[src/inc/cctdp_pkg.sv]
// constants, field layouts and types for the cycle timing and dual pointer block
package cctdp_pkg;

  // register indices; byte address is four times the index
  localparam logic [9:0] IDX_INSTR  = 10'h000;
  localparam logic [9:0] IDX_OPND   = 10'h001;
  localparam logic [9:0] IDX_FLAGS  = 10'h002;
  localparam logic [9:0] IDX_STATUS = 10'h003;
  localparam logic [9:0] IDX_PRIM   = 10'h004;
  localparam logic [9:0] IDX_SEC    = 10'h005;
  localparam logic [9:0] IDX_PORT2  = 10'h006;
  localparam logic [9:0] IDX_IWREG  = 10'h007;
  localparam logic [9:0] IDX_ACTIVE = 10'h008;
  localparam logic [9:0] IDX_SELECT = 10'h086;
  localparam logic [9:0] IDX_CLKCTL = 10'h08E;

  // timing
  localparam logic [1:0] STATE_LAST       = 2'h3;
  localparam logic [2:0] STRETCH_RST      = 3'h1;
  localparam logic [3:0] EXTERNAL_DATA_MOVE_BASE_CYCLES = 4'h2;
  localparam logic [3:0] MIN_MULTI_CYCLES = 4'h2;
  localparam logic [3:0] LONG_OP_CYCLES   = 4'h5;
  localparam logic [5:0] STRB_MIN_CLKS    = 6'h02;
  localparam logic [5:0] STRB_START_FAST  = 6'h05;
  localparam logic [5:0] STRB_START       = 6'h06;

  // flag register bit positions
  localparam int FLAG_CY = 0;
  localparam int FLAG_AC = 1;
  localparam int FLAG_OV = 2;

  typedef enum logic [1:0] {
    K_PLAIN    = 2'h0,
    K_EXTERNAL_DATA_MOVE_RI  = 2'h1,
    K_EXTERNAL_DATA_MOVE_PTR = 2'h2,
    K_INC_SEL  = 2'h3
  } cctdp_kind_e;

  typedef enum logic [3:0] {
    F_NONE = 4'h0, F_ADD  = 4'h1, F_ADD_WITH_CARRY = 4'h2, F_SUBTRACT_WITH_BORROW = 4'h3,
    F_MUL  = 4'h4, F_DIV  = 4'h5, F_DA   = 4'h6, F_RRC  = 4'h7,
    F_RLC  = 4'h8, F_SETC = 4'h9, F_CLRC = 4'hA, F_CPLC = 4'hB,
    F_ANLC = 4'hC, F_ORLC = 4'hD, F_MOVC = 4'hE, F_COMPARE_JUMP_NOT_EQUAL = 4'hF
  } cctdp_fop_e;

  // instruction register layout, lsb is the opcode
  typedef struct packed {
    cctdp_fop_e  fop;
    logic        wr_dir;
    cctdp_kind_e kind;
    logic        branch;
    logic [1:0]  bytes;
    logic [7:0]  opcode;
  } cctdp_instr_s;

  // operand register layout
  typedef struct packed {
    logic       bit_in;
    logic [7:0] src;
    logic [7:0] acc;
  } cctdp_opnd_s;

  typedef enum logic {S_IDLE, S_RUN} cctdp_seq_e;

endpackage

[src/hw/cctdp_core.sv]
// cycle timing sequencer, flag unit, dual data pointer and stretched external move
`timescale 1ns/10ps
module cctdp_core (
  // clock and reset
  input  wire logic        pclk,
  input  wire logic        presetn,
  // apb slave
  input  wire logic        psel,
  input  wire logic        penable,
  input  wire logic        pwrite,
  input  wire logic [11:0] paddr,
  input  wire logic [31:0] pwdata,
  output logic [31:0]      prdata,
  output logic             pready,
  output logic             pslverr,
  // sequencing
  output logic [1:0]       mc_state,
  output logic             fetch_stb,
  output logic             busy,
  // external data memory
  output logic [15:0]      ext_addr,
  output logic [7:0]       ext_wdata,
  output logic             ext_rd_n,
  output logic             ext_wr_n,
  input  wire logic [7:0]  ext_rdata
);

  cctdp_pkg::cctdp_seq_e   seq_ff;
  cctdp_pkg::cctdp_instr_s instr_ff;
  cctdp_pkg::cctdp_opnd_s  opnd_ff;
  logic [1:0]  state_ff;
  logic [3:0]  cyc_ff, total_ff, last_total_ff;
  logic        pend_ff;
  logic [2:0]  flags_ff, nxt_flags;
  logic [15:0] prim_ff, sec_ff;
  logic [7:0]  port2_ff, iwreg_ff, rdata_ff;
  logic        sel_ff;
  logic [2:0]  stretch_ff;
  logic        rd_n_ff, wr_n_ff;
  logic [15:0] addr_ff;
  logic [7:0]  wdata_ff;
  logic [7:0]  rsync1_ff, rsync2_ff, rsync3_ff;
  logic [31:0] prdata_ff, rmux;
  logic        pslverr_ff, mapped;
  logic        wr_acc, start, done, is_external_data_move, strb_win;
  logic [9:0]  idx;
  logic [5:0]  clk_idx, strb_w, strb_s;

  // cycles of one instruction from its descriptor and the stretch field
  function automatic logic [3:0] cycles_of(input cctdp_pkg::cctdp_instr_s i,
                                           input logic [2:0] s);
    logic [3:0] n;
    n = {2'h0, i.bytes} + {3'h0, i.branch};
    if (i.kind == cctdp_pkg::K_EXTERNAL_DATA_MOVE_RI || i.kind == cctdp_pkg::K_EXTERNAL_DATA_MOVE_PTR) begin
      n = cctdp_pkg::EXTERNAL_DATA_MOVE_BASE_CYCLES + {1'b0, s};
    end else if (i.opcode[3]) begin
      n = 4'h1;
    end else if (i.fop == cctdp_pkg::F_MUL || i.fop == cctdp_pkg::F_DIV) begin
      n = cctdp_pkg::LONG_OP_CYCLES;
    end else if (n < cctdp_pkg::MIN_MULTI_CYCLES) begin
      n = cctdp_pkg::MIN_MULTI_CYCLES;
    end
    return n;
  endfunction

  // ---------------- apb slave ----------------
  assign idx     = paddr[11:2];
  assign wr_acc  = psel & penable & pwrite;
  assign pready  = 1'b1;
  assign prdata  = prdata_ff;
  assign pslverr = pslverr_ff;

  always_comb begin
    mapped = 1'b1;
    rmux   = 32'h0000_0000;
    case (idx)
      cctdp_pkg::IDX_INSTR:  rmux = {14'h0000, instr_ff};
      cctdp_pkg::IDX_OPND:   rmux = {15'h0000, opnd_ff};
      cctdp_pkg::IDX_FLAGS:  rmux = {29'h0000_0000, flags_ff};
      cctdp_pkg::IDX_STATUS: rmux = {16'h0000, rdata_ff, last_total_ff, state_ff, pend_ff,
                                     (seq_ff == cctdp_pkg::S_RUN)};
      cctdp_pkg::IDX_PRIM:   rmux = {16'h0000, prim_ff};
      cctdp_pkg::IDX_SEC:    rmux = {16'h0000, sec_ff};
      cctdp_pkg::IDX_PORT2:  rmux = {24'h00_0000, port2_ff};
      cctdp_pkg::IDX_IWREG:  rmux = {24'h00_0000, iwreg_ff};
      cctdp_pkg::IDX_ACTIVE: rmux = {16'h0000, sel_ff ? sec_ff : prim_ff};
      cctdp_pkg::IDX_SELECT: rmux = {31'h0000_0000, sel_ff};
      cctdp_pkg::IDX_CLKCTL: rmux = {29'h0000_0000, stretch_ff};
      default:               mapped = 1'b0;
    endcase
  end

  // read data latched in the setup phase so the access phase answers at once
  always_ff @(posedge pclk or negedge presetn) begin
    if (!presetn) begin
      prdata_ff  <= 32'h0000_0000;
      pslverr_ff <= 1'b0;
    end else if (psel && !penable) begin
      prdata_ff  <= pwrite ? 32'h0000_0000 : rmux;
      pslverr_ff <= ~mapped;
    end
  end

  // ---------------- software registers ----------------
  always_ff @(posedge pclk or negedge presetn) begin
    if (!presetn) begin
      opnd_ff    <= '0;
      port2_ff   <= 8'hFF;
      iwreg_ff   <= 8'h00;
      stretch_ff <= cctdp_pkg::STRETCH_RST;
    end else if (wr_acc) begin
      case (idx)
        cctdp_pkg::IDX_OPND:   opnd_ff    <= pwdata[16:0];
        cctdp_pkg::IDX_PORT2:  port2_ff   <= pwdata[7:0];
        cctdp_pkg::IDX_IWREG:  iwreg_ff   <= pwdata[7:0];
        cctdp_pkg::IDX_CLKCTL: stretch_ff <= pwdata[2:0];
        default: ;
      endcase
    end
  end

  // pointers; writes through the active alias follow the select bit
  always_ff @(posedge pclk or negedge presetn) begin
    if (!presetn) begin
      prim_ff <= 16'h0000;
      sec_ff  <= 16'h0000;
    end else if (wr_acc) begin
      if (idx == cctdp_pkg::IDX_PRIM || (idx == cctdp_pkg::IDX_ACTIVE && !sel_ff)) begin
        prim_ff <= pwdata[15:0];
      end
      if (idx == cctdp_pkg::IDX_SEC || (idx == cctdp_pkg::IDX_ACTIVE && sel_ff)) begin
        sec_ff <= pwdata[15:0];
      end
    end
  end

  // the increment toggle wins over a software write in the same cycle
  always_ff @(posedge pclk or negedge presetn) begin
    if (!presetn) begin
      sel_ff <= 1'b0;
    end else if (done && instr_ff.kind == cctdp_pkg::K_INC_SEL) begin
      sel_ff <= ~sel_ff;
    end else if (wr_acc && idx == cctdp_pkg::IDX_SELECT) begin
      sel_ff <= pwdata[0];
    end
  end

  // ---------------- sequencer ----------------
  // one edge per state: mid-state work is registered on the same rising edge
  always_ff @(posedge pclk or negedge presetn) begin
    if (!presetn) begin
      state_ff <= 2'h0;
    end else begin
      state_ff <= state_ff + 2'h1;
    end
  end

  assign start   = pend_ff && state_ff == cctdp_pkg::STATE_LAST;
  assign done    = seq_ff == cctdp_pkg::S_RUN && state_ff == cctdp_pkg::STATE_LAST &&
                   cyc_ff == total_ff - 4'h1;
  assign is_external_data_move = instr_ff.kind == cctdp_pkg::K_EXTERNAL_DATA_MOVE_RI ||
                   instr_ff.kind == cctdp_pkg::K_EXTERNAL_DATA_MOVE_PTR;

  // a new descriptor is refused while one is pending or running
  always_ff @(posedge pclk or negedge presetn) begin
    if (!presetn) begin
      pend_ff  <= 1'b0;
      instr_ff <= '0;
    end else if (wr_acc && idx == cctdp_pkg::IDX_INSTR && !pend_ff &&
                 seq_ff == cctdp_pkg::S_IDLE) begin
      pend_ff  <= 1'b1;
      instr_ff <= pwdata[17:0];
    end else if (start) begin
      pend_ff <= 1'b0;
    end
  end

  always_ff @(posedge pclk or negedge presetn) begin
    if (!presetn) begin
      seq_ff        <= cctdp_pkg::S_IDLE;
      cyc_ff        <= 4'h0;
      total_ff      <= 4'h1;
      last_total_ff <= 4'h0;
    end else begin
      case (seq_ff)
        cctdp_pkg::S_IDLE: begin
          if (start) begin
            seq_ff   <= cctdp_pkg::S_RUN;
            cyc_ff   <= 4'h0;
            total_ff <= cycles_of(instr_ff, stretch_ff);
          end
        end
        cctdp_pkg::S_RUN: begin
          if (done) begin
            seq_ff        <= cctdp_pkg::S_IDLE;
            last_total_ff <= total_ff;
          end else if (state_ff == cctdp_pkg::STATE_LAST) begin
            cyc_ff <= cyc_ff + 4'h1;
          end
        end
        default: seq_ff <= cctdp_pkg::S_IDLE;
      endcase
    end
  end

  assign mc_state = state_ff;
  assign busy     = pend_ff | (seq_ff == cctdp_pkg::S_RUN);
  // fetches only in the first state: once for a single-cycle opcode, else while bytes remain
  assign fetch_stb = seq_ff == cctdp_pkg::S_RUN && state_ff == 2'h0 &&
                     (total_ff == 4'h1 ? cyc_ff == 4'h0 : cyc_ff < {2'h0, instr_ff.bytes});

  // ---------------- flag unit ----------------
  always_comb begin
    logic [8:0]  s9;
    logic [4:0]  n5;
    logic [15:0] p16;
    logic [7:0]  a, b, t;
    logic        c;
    a = opnd_ff.acc;
    b = opnd_ff.src;
    c = flags_ff[cctdp_pkg::FLAG_CY];
    s9 = 9'h000;
    n5 = 5'h00;
    p16 = 16'h0000;
    t = 8'h00;
    nxt_flags = flags_ff;
    case (instr_ff.fop)
      cctdp_pkg::F_ADD, cctdp_pkg::F_ADD_WITH_CARRY: begin
        c   = (instr_ff.fop == cctdp_pkg::F_ADD_WITH_CARRY) & c;
        s9  = {1'b0, a} + {1'b0, b} + {8'h00, c};
        n5  = {1'b0, a[3:0]} + {1'b0, b[3:0]} + {4'h0, c};
        nxt_flags = {(a[7] == b[7]) && (s9[7] != a[7]), n5[4], s9[8]};
      end
      cctdp_pkg::F_SUBTRACT_WITH_BORROW: begin
        s9  = {1'b0, a} - {1'b0, b} - {8'h00, c};
        n5  = {1'b0, a[3:0]} - {1'b0, b[3:0]} - {4'h0, c};
        nxt_flags = {(a[7] != b[7]) && (s9[7] != a[7]), n5[4], s9[8]};
      end
      cctdp_pkg::F_MUL: begin
        p16 = a * b;
        nxt_flags[cctdp_pkg::FLAG_OV] = |p16[15:8];
        nxt_flags[cctdp_pkg::FLAG_CY] = 1'b0;
      end
      cctdp_pkg::F_DIV: begin
        nxt_flags[cctdp_pkg::FLAG_OV] = (b == 8'h00);
        nxt_flags[cctdp_pkg::FLAG_CY] = 1'b0;
      end
      cctdp_pkg::F_DA: begin
        t  = (flags_ff[cctdp_pkg::FLAG_AC] || a[3:0] > 4'h9) ? 8'h06 : 8'h00;
        s9 = {1'b0, a} + {1'b0, t};
        nxt_flags[cctdp_pkg::FLAG_CY] = c | s9[8] | (s9[7:4] > 4'h9);
      end
      cctdp_pkg::F_RRC:  nxt_flags[cctdp_pkg::FLAG_CY] = a[0];
      cctdp_pkg::F_RLC:  nxt_flags[cctdp_pkg::FLAG_CY] = a[7];
      cctdp_pkg::F_SETC: nxt_flags[cctdp_pkg::FLAG_CY] = 1'b1;
      cctdp_pkg::F_CLRC: nxt_flags[cctdp_pkg::FLAG_CY] = 1'b0;
      cctdp_pkg::F_CPLC: nxt_flags[cctdp_pkg::FLAG_CY] = ~c;
      cctdp_pkg::F_ANLC: nxt_flags[cctdp_pkg::FLAG_CY] = c & opnd_ff.bit_in;
      cctdp_pkg::F_ORLC: nxt_flags[cctdp_pkg::FLAG_CY] = c | opnd_ff.bit_in;
      cctdp_pkg::F_MOVC: nxt_flags[cctdp_pkg::FLAG_CY] = opnd_ff.bit_in;
      cctdp_pkg::F_COMPARE_JUMP_NOT_EQUAL: nxt_flags[cctdp_pkg::FLAG_CY] = a < b;
      default: ;
    endcase
  end

  // hardware update at completion wins over a software write
  always_ff @(posedge pclk or negedge presetn) begin
    if (!presetn) begin
      flags_ff <= 3'h0;
    end else if (done) begin
      flags_ff <= nxt_flags;
    end else if (wr_acc && idx == cctdp_pkg::IDX_FLAGS) begin
      flags_ff <= pwdata[2:0];
    end
  end

  // ---------------- external data move ----------------
  assign clk_idx = {cyc_ff, state_ff};
  assign strb_w  = (stretch_ff == 3'h0) ? cctdp_pkg::STRB_MIN_CLKS : {1'b0, stretch_ff, 2'b00};
  assign strb_s  = (stretch_ff == 3'h0) ? cctdp_pkg::STRB_START_FAST : cctdp_pkg::STRB_START;
  assign strb_win = seq_ff == cctdp_pkg::S_RUN && is_external_data_move &&
                    clk_idx >= strb_s && clk_idx < strb_s + strb_w;

  always_ff @(posedge pclk or negedge presetn) begin
    if (!presetn) begin
      addr_ff  <= 16'h0000;
      wdata_ff <= 8'h00;
    end else if (start) begin
      wdata_ff <= opnd_ff.acc;
      if (instr_ff.kind == cctdp_pkg::K_EXTERNAL_DATA_MOVE_RI) begin
        addr_ff <= {port2_ff, iwreg_ff};
      end else if (instr_ff.kind == cctdp_pkg::K_EXTERNAL_DATA_MOVE_PTR) begin
        addr_ff <= sel_ff ? sec_ff : prim_ff;
      end
    end
  end

  always_ff @(posedge pclk or negedge presetn) begin
    if (!presetn) begin
      rd_n_ff <= 1'b1;
      wr_n_ff <= 1'b1;
    end else begin
      rd_n_ff <= ~(strb_win & ~instr_ff.wr_dir);
      wr_n_ff <= ~(strb_win & instr_ff.wr_dir);
    end
  end

  // read data is a pin input: three stages, taken once the last two agree
  always_ff @(posedge pclk or negedge presetn) begin
    if (!presetn) begin
      rsync1_ff <= 8'h00;
      rsync2_ff <= 8'h00;
      rsync3_ff <= 8'h00;
    end else begin
      rsync1_ff <= ext_rdata;
      rsync2_ff <= rsync1_ff;
      rsync3_ff <= rsync2_ff;
    end
  end

  // read strobe delayed to line up with the synchroniser stages
  logic rdq1_ff, rdq2_ff;
  always_ff @(posedge pclk or negedge presetn) begin
    if (!presetn) begin
      rdq1_ff <= 1'b0;
      rdq2_ff <= 1'b0;
    end else begin
      rdq1_ff <= ~rd_n_ff;
      rdq2_ff <= rdq1_ff;
    end
  end

  // taken two clocks after the strobe ends, when the last two stages hold the
  // last two strobe clocks; this still works for the shortest two-clock strobe
  always_ff @(posedge pclk or negedge presetn) begin
    if (!presetn) begin
      rdata_ff <= 8'h00;
    end else if (rdq2_ff && !rdq1_ff && rsync2_ff == rsync3_ff) begin
      rdata_ff <= rsync3_ff;
    end
  end

  assign ext_addr  = addr_ff;
  assign ext_wdata = wdata_ff;
  assign ext_rd_n  = rd_n_ff;
  assign ext_wr_n  = wr_n_ff;

  logic [5:0] strb_len_ff;
  always_ff @(posedge pclk or negedge presetn) begin
    if (!presetn) begin
      strb_len_ff <= 6'h00;
    end else begin
      strb_len_ff <= (!rd_n_ff || !wr_n_ff) ? strb_len_ff + 6'h01 : 6'h00;
    end
  end
endmodule

[config.mk]
export PLATFORM = sky130hd
export DESIGN_NAME = cctdp_core
export DESIGN_NICKNAME = d
export VERILOG_FILES = /design/src/inc/cctdp_pkg.sv /design/src/hw/cctdp_core.sv
export SDC_FILE = /design/constraint.sdc
export NUM_CORES = 1
export LEC_CHECK = 0
export ABC_AREA = 1
export ABC_CLOCK_PERIOD_IN_PS = 4000
export BUFFER_PORTS_ARGS = -buffer_cell sky130_fd_sc_hd__buf_2
export CELL_PAD_IN_SITES_DETAIL_PLACEMENT = 0
export CELL_PAD_IN_SITES_GLOBAL_PLACEMENT = 1
export CORE_MARGIN = 8
export CORE_UTILIZATION = 42
export CTS_BUF_LIST = sky130_fd_sc_hd__clkbuf_8
export CTS_CLUSTER_SIZE = 14
export DETAILED_ROUTE_END_ITERATION = 6
export GPL_TIMING_DRIVEN = 0
export PLACE_DENSITY_LB_ADDON = 0.25
export SLEW_MARGIN = 20
export SYNTH_ARGS = -nofsm -noshare
export SYNTH_HDL_FRONTEND = slang
export SYNTH_SLANG_ARGS = --single-unit
[constraint.sdc]
create_clock -name pclk -period 4 [get_ports pclk]
set_input_delay 0.2 -clock pclk [delete_from_list [all_inputs] [get_ports pclk]]
set_output_delay 0.2 -clock pclk [all_outputs]
set_load 0.005 [all_outputs]
== Word level (Yosys, flattened, before mapping) ==
Cells that the tools add are included.
Operators by class
  $add $sub $neg: 15
  multiply operators: 1
  div/mod/pow operators: 0
  $lt $le $gt $ge: 7
  equality and inequality tests: 42
  shifts and indexed selects: 0
  muxes and demuxes: 30
  bitwise operators: 18
  reduce and logical (&&, ||, !) cells: 56
Operators with widths (number)
  one-hot mux 18 bit (11 select lines): 1
  2-to-1 mux 16 bit: 3
  == test 10 x 3 -> 1 bit (second input constant): 4
  == test 4 bit (second input constant): 8
  2-to-1 mux 32 bit: 1
  AND reduction 2 bit: 12
  logical AND 1 bit: 21
  == test 10 x 2 -> 1 bit (second input constant): 2
  == test 10 x 8 -> 1 bit (second input constant): 2
  2-to-1 mux 3 bit: 6
  == test 4 x 3 -> 1 bit (second input constant): 4
  multiplier 8 x 8 -> 16 bit: 1
  2-to-1 mux 4 bit: 4
  inequality test 13 x 2 -> 1 bit (second input constant): 1
  one-hot mux 1 bit (12 select lines): 1
  OR reduction 11 bit: 1
  == test 10 x 1 -> 1 bit (second input constant): 1
  == test 10 x 4 -> 1 bit (second input constant): 1
  logical NOT 10 bit: 1
  adder 8 x 3 -> 9 bit: 1
  adder 8 x 8 -> 9 bit: 1
  adder 9 x 1 -> 9 bit: 1
  subtractor 8 x 8 -> 9 bit: 1
  subtractor 9 x 1 -> 9 bit: 1
  48 further kinds: 89
Storage, ports and cells
  flip-flop bits (word level): 199
  latch bits: 0
  bits in writable memories: 0
  memory bits (read-only): 0
  bits of input ports: 57
  output and inout port bits: 64
  logic and storage cells: 205
  memories kept: 0

== Depth between registers and ports, before layout ==
  depth in word-level cells: 8
  mapped depth: 28
  gate-level depth less buffers: 27

== Least setup slack after synthesis ==
No wires, ideal clock.
  path kind: reg2reg
  start: register opnd_ff[7] (netlist name)
  end: register flags_ff[2]
  setup time: 0.116 ns
  arrival time: 4.223 ns
  data required time: 3.884 ns
  path slack: -0.340 ns
  cell stages (with the launch flop): 24
  path buffers: 2
  clock period less this slack: 4.340 ns
  cell sequence: dfrtp_1 > clkbuf_1 > clkbuf_1 > nand2_1 > fa_1 > fa_1 > fa_1 > inv_1 > fa_1 > ha_1 > nand2_1 > nor2_1 > nand3_1 > or2_1 > nand2_1 > nand2_1 > nand2_1 > nand3_1 > nor2_1 > nand2_1 > nand2_1 > nand2_1 > nand2_1 > nand2_1
Between the ends
  cells in the longest elaborated chain, start to end: 6
  elaborated cells between the ends (all ways): 14
  classes of those cells: 4 x add/sub; 1 x mul; 4 x eq/ne; 2 x mux; 3 x reduce/logical
Ends and longest elaborated chain
  from (decl): RTL line cctdp_core.sv:30  | cctdp_pkg::cctdp_opnd_s opnd_ff;
  from (signal assigned): RTL line cctdp_core.sv:113  | cctdp_pkg::IDX_OPND: opnd_ff <= pwdata[16:0];
  parallel branches: the longest is 4 deep, another holds multiplier 8 x 8 -> 16 bit
  one-hot mux 1 bit (4 select lines) *: RTL line cctdp_core.sv:227  | case (instr_ff.fop)
  2-to-1 mux 3 bit *: RTL line cctdp_core.sv:270  | end else if (done) begin
  to (signal assigned): RTL line cctdp_core.sv:271  | flags_ff <= nxt_flags;
  to (signal assigned): RTL line cctdp_core.sv:273  | flags_ff <= pwdata[2:0];
  to (decl): RTL line cctdp_core.sv:34  | logic [2:0] flags_ff, nxt_flags;
Every way passes the cells marked *.
A chain may end at the register's enable or synchronous reset.

== Final worst setup path ==
  start: register opnd_ff[11] (netlist name)
  end: register flags_ff[2]
Same word-level chain as after synthesis.

==> summary.md <==
| Metric | Value |
|---|---|
| GRT met1 Usage | 0.309 |
| CTS tree | done |
| Synth cell types | 52 |
| Hold Path End | opnd_ff[16] |
| Initial antenna violation count | 0 |
| Max frequency | 228 MHz |
| Most Used Layer, Global Route | met2 |
| RSZ-0062 raised after global routing | true |
| CP Capture Type | flop |
| Met3 GRT Util | 0.0430 |
| Die area | 0.0342 mm^2 |
| Pre-antenna DRT Iters | 5 |
| EDFF count, synth | 0 |
| Avg Cell Area, Syn | 7.92 um^2 |
| Clock skew | 0.0265 ns |
| Routed Antenna Nets | 0 |
| Initial core utilization | 0.422 |
| First-pass GRT wire length | 60700 um |
| R2R cell count | 24 |
| Seq pwr share | 0.553 |
| Site Rows | 62 |
| Largest net degree at the start of global routing | 81 |
| PnR Total Power | 0.00344 W |
| PortBufs | 89 |
| Die W | 185 um |
| IO Pins | 121 |
| DR WL/cell | 18.5 um |
| Total grt overflow | 0 |
| Reg2reg setup slack | -0.38 ns |
| Clock Latency Late Sink | 0.49 ns |
| CP Launch Type | flop |
| Clk slew on worst S/H paths | 0.12 ns |
| H-tree Lvls | 4 |
| Vias per inst | 5.25 |
| Synth top area share | 0.361 |
| Vias in the first global route | 10700 |
| Critical Path Fanout Max | 4 |
| Flops & latches, synth | 185 |
| Switch share | 0.291 |
| Final Hold Vio Count | 0 |
| Internal | 0.00244 W |
| FF-to-FF End | flags_ff[2] |
| Final setup viols | 1 |
| Ys async rst share | 1.00 |
| Max-slew violation count | 0 |
| Setup WS post-layout | -0.379 ns |
| Maximum vdd ir drop | 0.169 mV |
| Max-Cap Viols | 0 |
| Nets | 1848 |
| YS warnings | 0 |
| Drt total wl | 38300 um |
| Critical path type | reg -> reg |
| Hold_sp | pwdata[16] |
| Hold path depth | 3 |
| Fin crit share | 1.09 |
| Die Y-Extent | 185 um |
| Fin Hold WS | 0.0458 ns |
| Critical-path cell list | buf_8, nand2_2, inv_2, fa_1, inv_2, fa_1, fa_1, fa_1, inv_2, ha_4, nand2_4, nor2_4, nand3_1, or2_1, nand2_1, nand2_1, nand2_1, nand3_2, nor2_2, nand2_2, nand2_1, nand2_1, nand2_1, nand2_1 |
| Most common cell on crit path | nand2_1 |
| Tightest Pin Transition | 0.802 ns |
| Hold Path Class | in -> reg |
| Post-route setup TNS | -0.379 ns |
| Final Wtd Congestion | 0.943 |
| Clock root cell | clkbuf_8 |
| Clk pwr share | 0.388 |
| Global Route Usage Sum | 0.230 |
| CP max-delay cell | fa_1 |
| DRC Markers | 0 |
| CTS max path bufs | 2 |
| WP data arrival | 4.75 ns |
| Via Count | 10900 |
| Initial DRC Count | 923 |
| Met2 Use GR | 0.377 |
| TritonCTS Sinks | 185 |
| Psw | 0.000999 W |
| Largest cells by area after synthesis | dfrtp_1 (36%), nand2_1 (13%), ha_1 (8.6%) |
| PwrDens | 244 mW/mm^2 |
| Yosys top cell by area | dfrtp_1 |
| Delay of the slowest critical-path stage | 0.53 ns |
| FF-to-FF Start | opnd_ff[11] |
| Synth Flop Type | dfrtp_1 |
| Leak Pwr | 7.28 nW |
| Area Overhead vs Synth | 17.8% |
| Cells after Synth | 1513 |
| Result of the run | finished with violations |
| Tmin final | 4.38 ns |
| Synthesized area | 0.0120 mm^2 |
| Fillers | 2847 |
| Share of cells above drive strength 1 | 0.161 |
| Gate power share | 0.059 |
| Share of the yosys chip area belonging to registers | 0.387 |
| Dpl hpwl | 29500 um |
| Total CTS buffers | 17 |
| Failing checks | setup timing |
| Diodes inserted | 0 |
| Slew HR | 0.462 |
| Worst path required time | 4.37 ns |
| Core area | 0.0284 mm^2 |
[layout make-up]
| type | count | area [um^2] | area share |
|---|---|---|---|
| Multi-Input combinational cell | 1023 | 6310 | 0.447 |
| Clock inverter | 15 | 191 | 0.0136 |
| Timing Repair Buffer | 129 | 836 | 0.0592 |
| Buffer | 71 | 493 | 0.0349 |
| Clock buffer | 17 | 234 | 0.0166 |
| Tap cell | 384 | 480 | 0.0340 |
| Sequential cell | 185 | 4650 | 0.329 |
| Inverter | 246 | 925 | 0.0655 |
[layer usage]
layer | routed length [um] | up-vias | part of all wire
met1 | 16900 | 5252 | 0.44
met4 | 814 | 0 | 0.021
met5 | 0 | - | 0
li1 | - | 5171 | -
met3 | 2680 | 51 | 0.070
met2 | 18000 | 386 | 0.47
[worst max-delay path by stage]
stage / startpoint / end / slack, ns / cells after the start
CTS: opnd_ff[12] / flags_ff[2] / -0.32 / 26
finish: opnd_ff[11] / flags_ff[2] / -0.38 / 24
floorplan: opnd_ff[7] / flags_ff[2] / -0.003 / 23
global route: opnd_ff[11] / flags_ff[2] / -0.63 / 24
global placement: opnd_ff[4] / flags_ff[2] / -0.51 / 24
detailed placement: opnd_ff[4] / flags_ff[2] / -0.49 / 24
[Yosys cell counts, types with 17 or more instances]
| cell type | number |
|---|---|
| clkbuf_1 | 38 |
| dfrtp_1 | 173 |
| o21ai_1 | 45 |
| buf_4 | 17 |
| a21oi_1 | 42 |
| nand2_1 | 405 |
| nor2_1 | 40 |
| fa_1 | 36 |
| inv_1 | 238 |
| nand3_1 | 77 |
| ha_1 | 82 |
| o21ai_0 | 121 |
| o211ai_1 | 21 |
[logic make-up after synthesis]
family / count (synthesis) / synth area share
AND/OR/NAND/NOR: 582 / 0.206
buffers and inverters: 318 / 0.107
AO/OA/AOI/OAI: 292 / 0.142
flip-flops: 185 / 0.387
adder cells (fa/ha/maj): 118 / 0.146
XOR/XNOR: 14 / 0.0102
other: 2 / 0.000626
multiplexers: 2 / 0.00177
[cell usage in the layout (no fill, tap or decap), drive strengths merged, types with 2 or more instances in the layout]
cell / n
o31ai: 3
a31oi: 4
o211ai: 21
xor2: 6
nand3: 79
a21oi: 42
a211oi: 4
dfstp: 12
clkbuf: 49
nand2: 409
conb: 15
nand4: 17
nor4: 6
o21a: 16
buf: 157
a221oi: 4
a21boi: 2
dfrtp: 173
nor2: 42
o41ai: 2
nor3: 17
a2111oi: 2
fa: 36
o2111ai: 7
ha: 82
o221ai: 4
or2: 6
inv: 250
xnor2: 8
nand3b: 5
dlygate4sd3: 11
o21bai: 2
clkinvlp: 2
clkinv: 9
o22ai: 12
o21ai: 166
[power groups by stage]
stage          clock, W  sequential (W)  combinational, W
2_1_floorplan         0         0.00194         0.0000818
3_3_place_gp          0         0.00194          0.000184
3_5_place_dp          0         0.00194          0.000193
4_1_cts         0.00136         0.00190          0.000203
5_1_grt         0.00144         0.00191          0.000226
6_report        0.00133         0.00190          0.000204
[worst max-delay path, delay by kind of cell (launching register included)]
kind	cells	cell delay [ns]
adder cells (fa/ha/maj)	5	2.36
buffers and inverters	4	0.28
flip-flops	1	0.43
AND/OR/NAND/NOR	15	1.21
[registers in the layout, summed over array words and instances, names as in the netlist, 16 cells and up]
register,cells
opnd_ff,17
prim_ff,16
sec_ff,16
prdata,18
ext_addr,16
instr_ff,18
[timing repair]
item                                    4_1_cts  5_1_grt
buffers inserted                             12       15
hold buffers                                 11        0
endpoints found under the hold margin        62        0
pin swaps                                     6       17
gates resized for setup                      25       28
endpoints found under the setup margin        1        1
[per-stage QoR]
stage | cell area [um^2] | instances | util | worst slack [ns]
after floorplan | 12200 | 1526 | - | -0.00256
after global placement | 13100 | 1999 | 0.462 | -0.506
after detailed placement | 13200 | 2001 | 0.464 | -0.494
after CTS | 13900 | 2055 | 0.490 | -0.318
after global routing | 14100 | 2070 | 0.497 | -0.633
final | 14100 | 2070 | 0.497 | -0.379
Note: power is estimated with default switching activity, not from simulation.
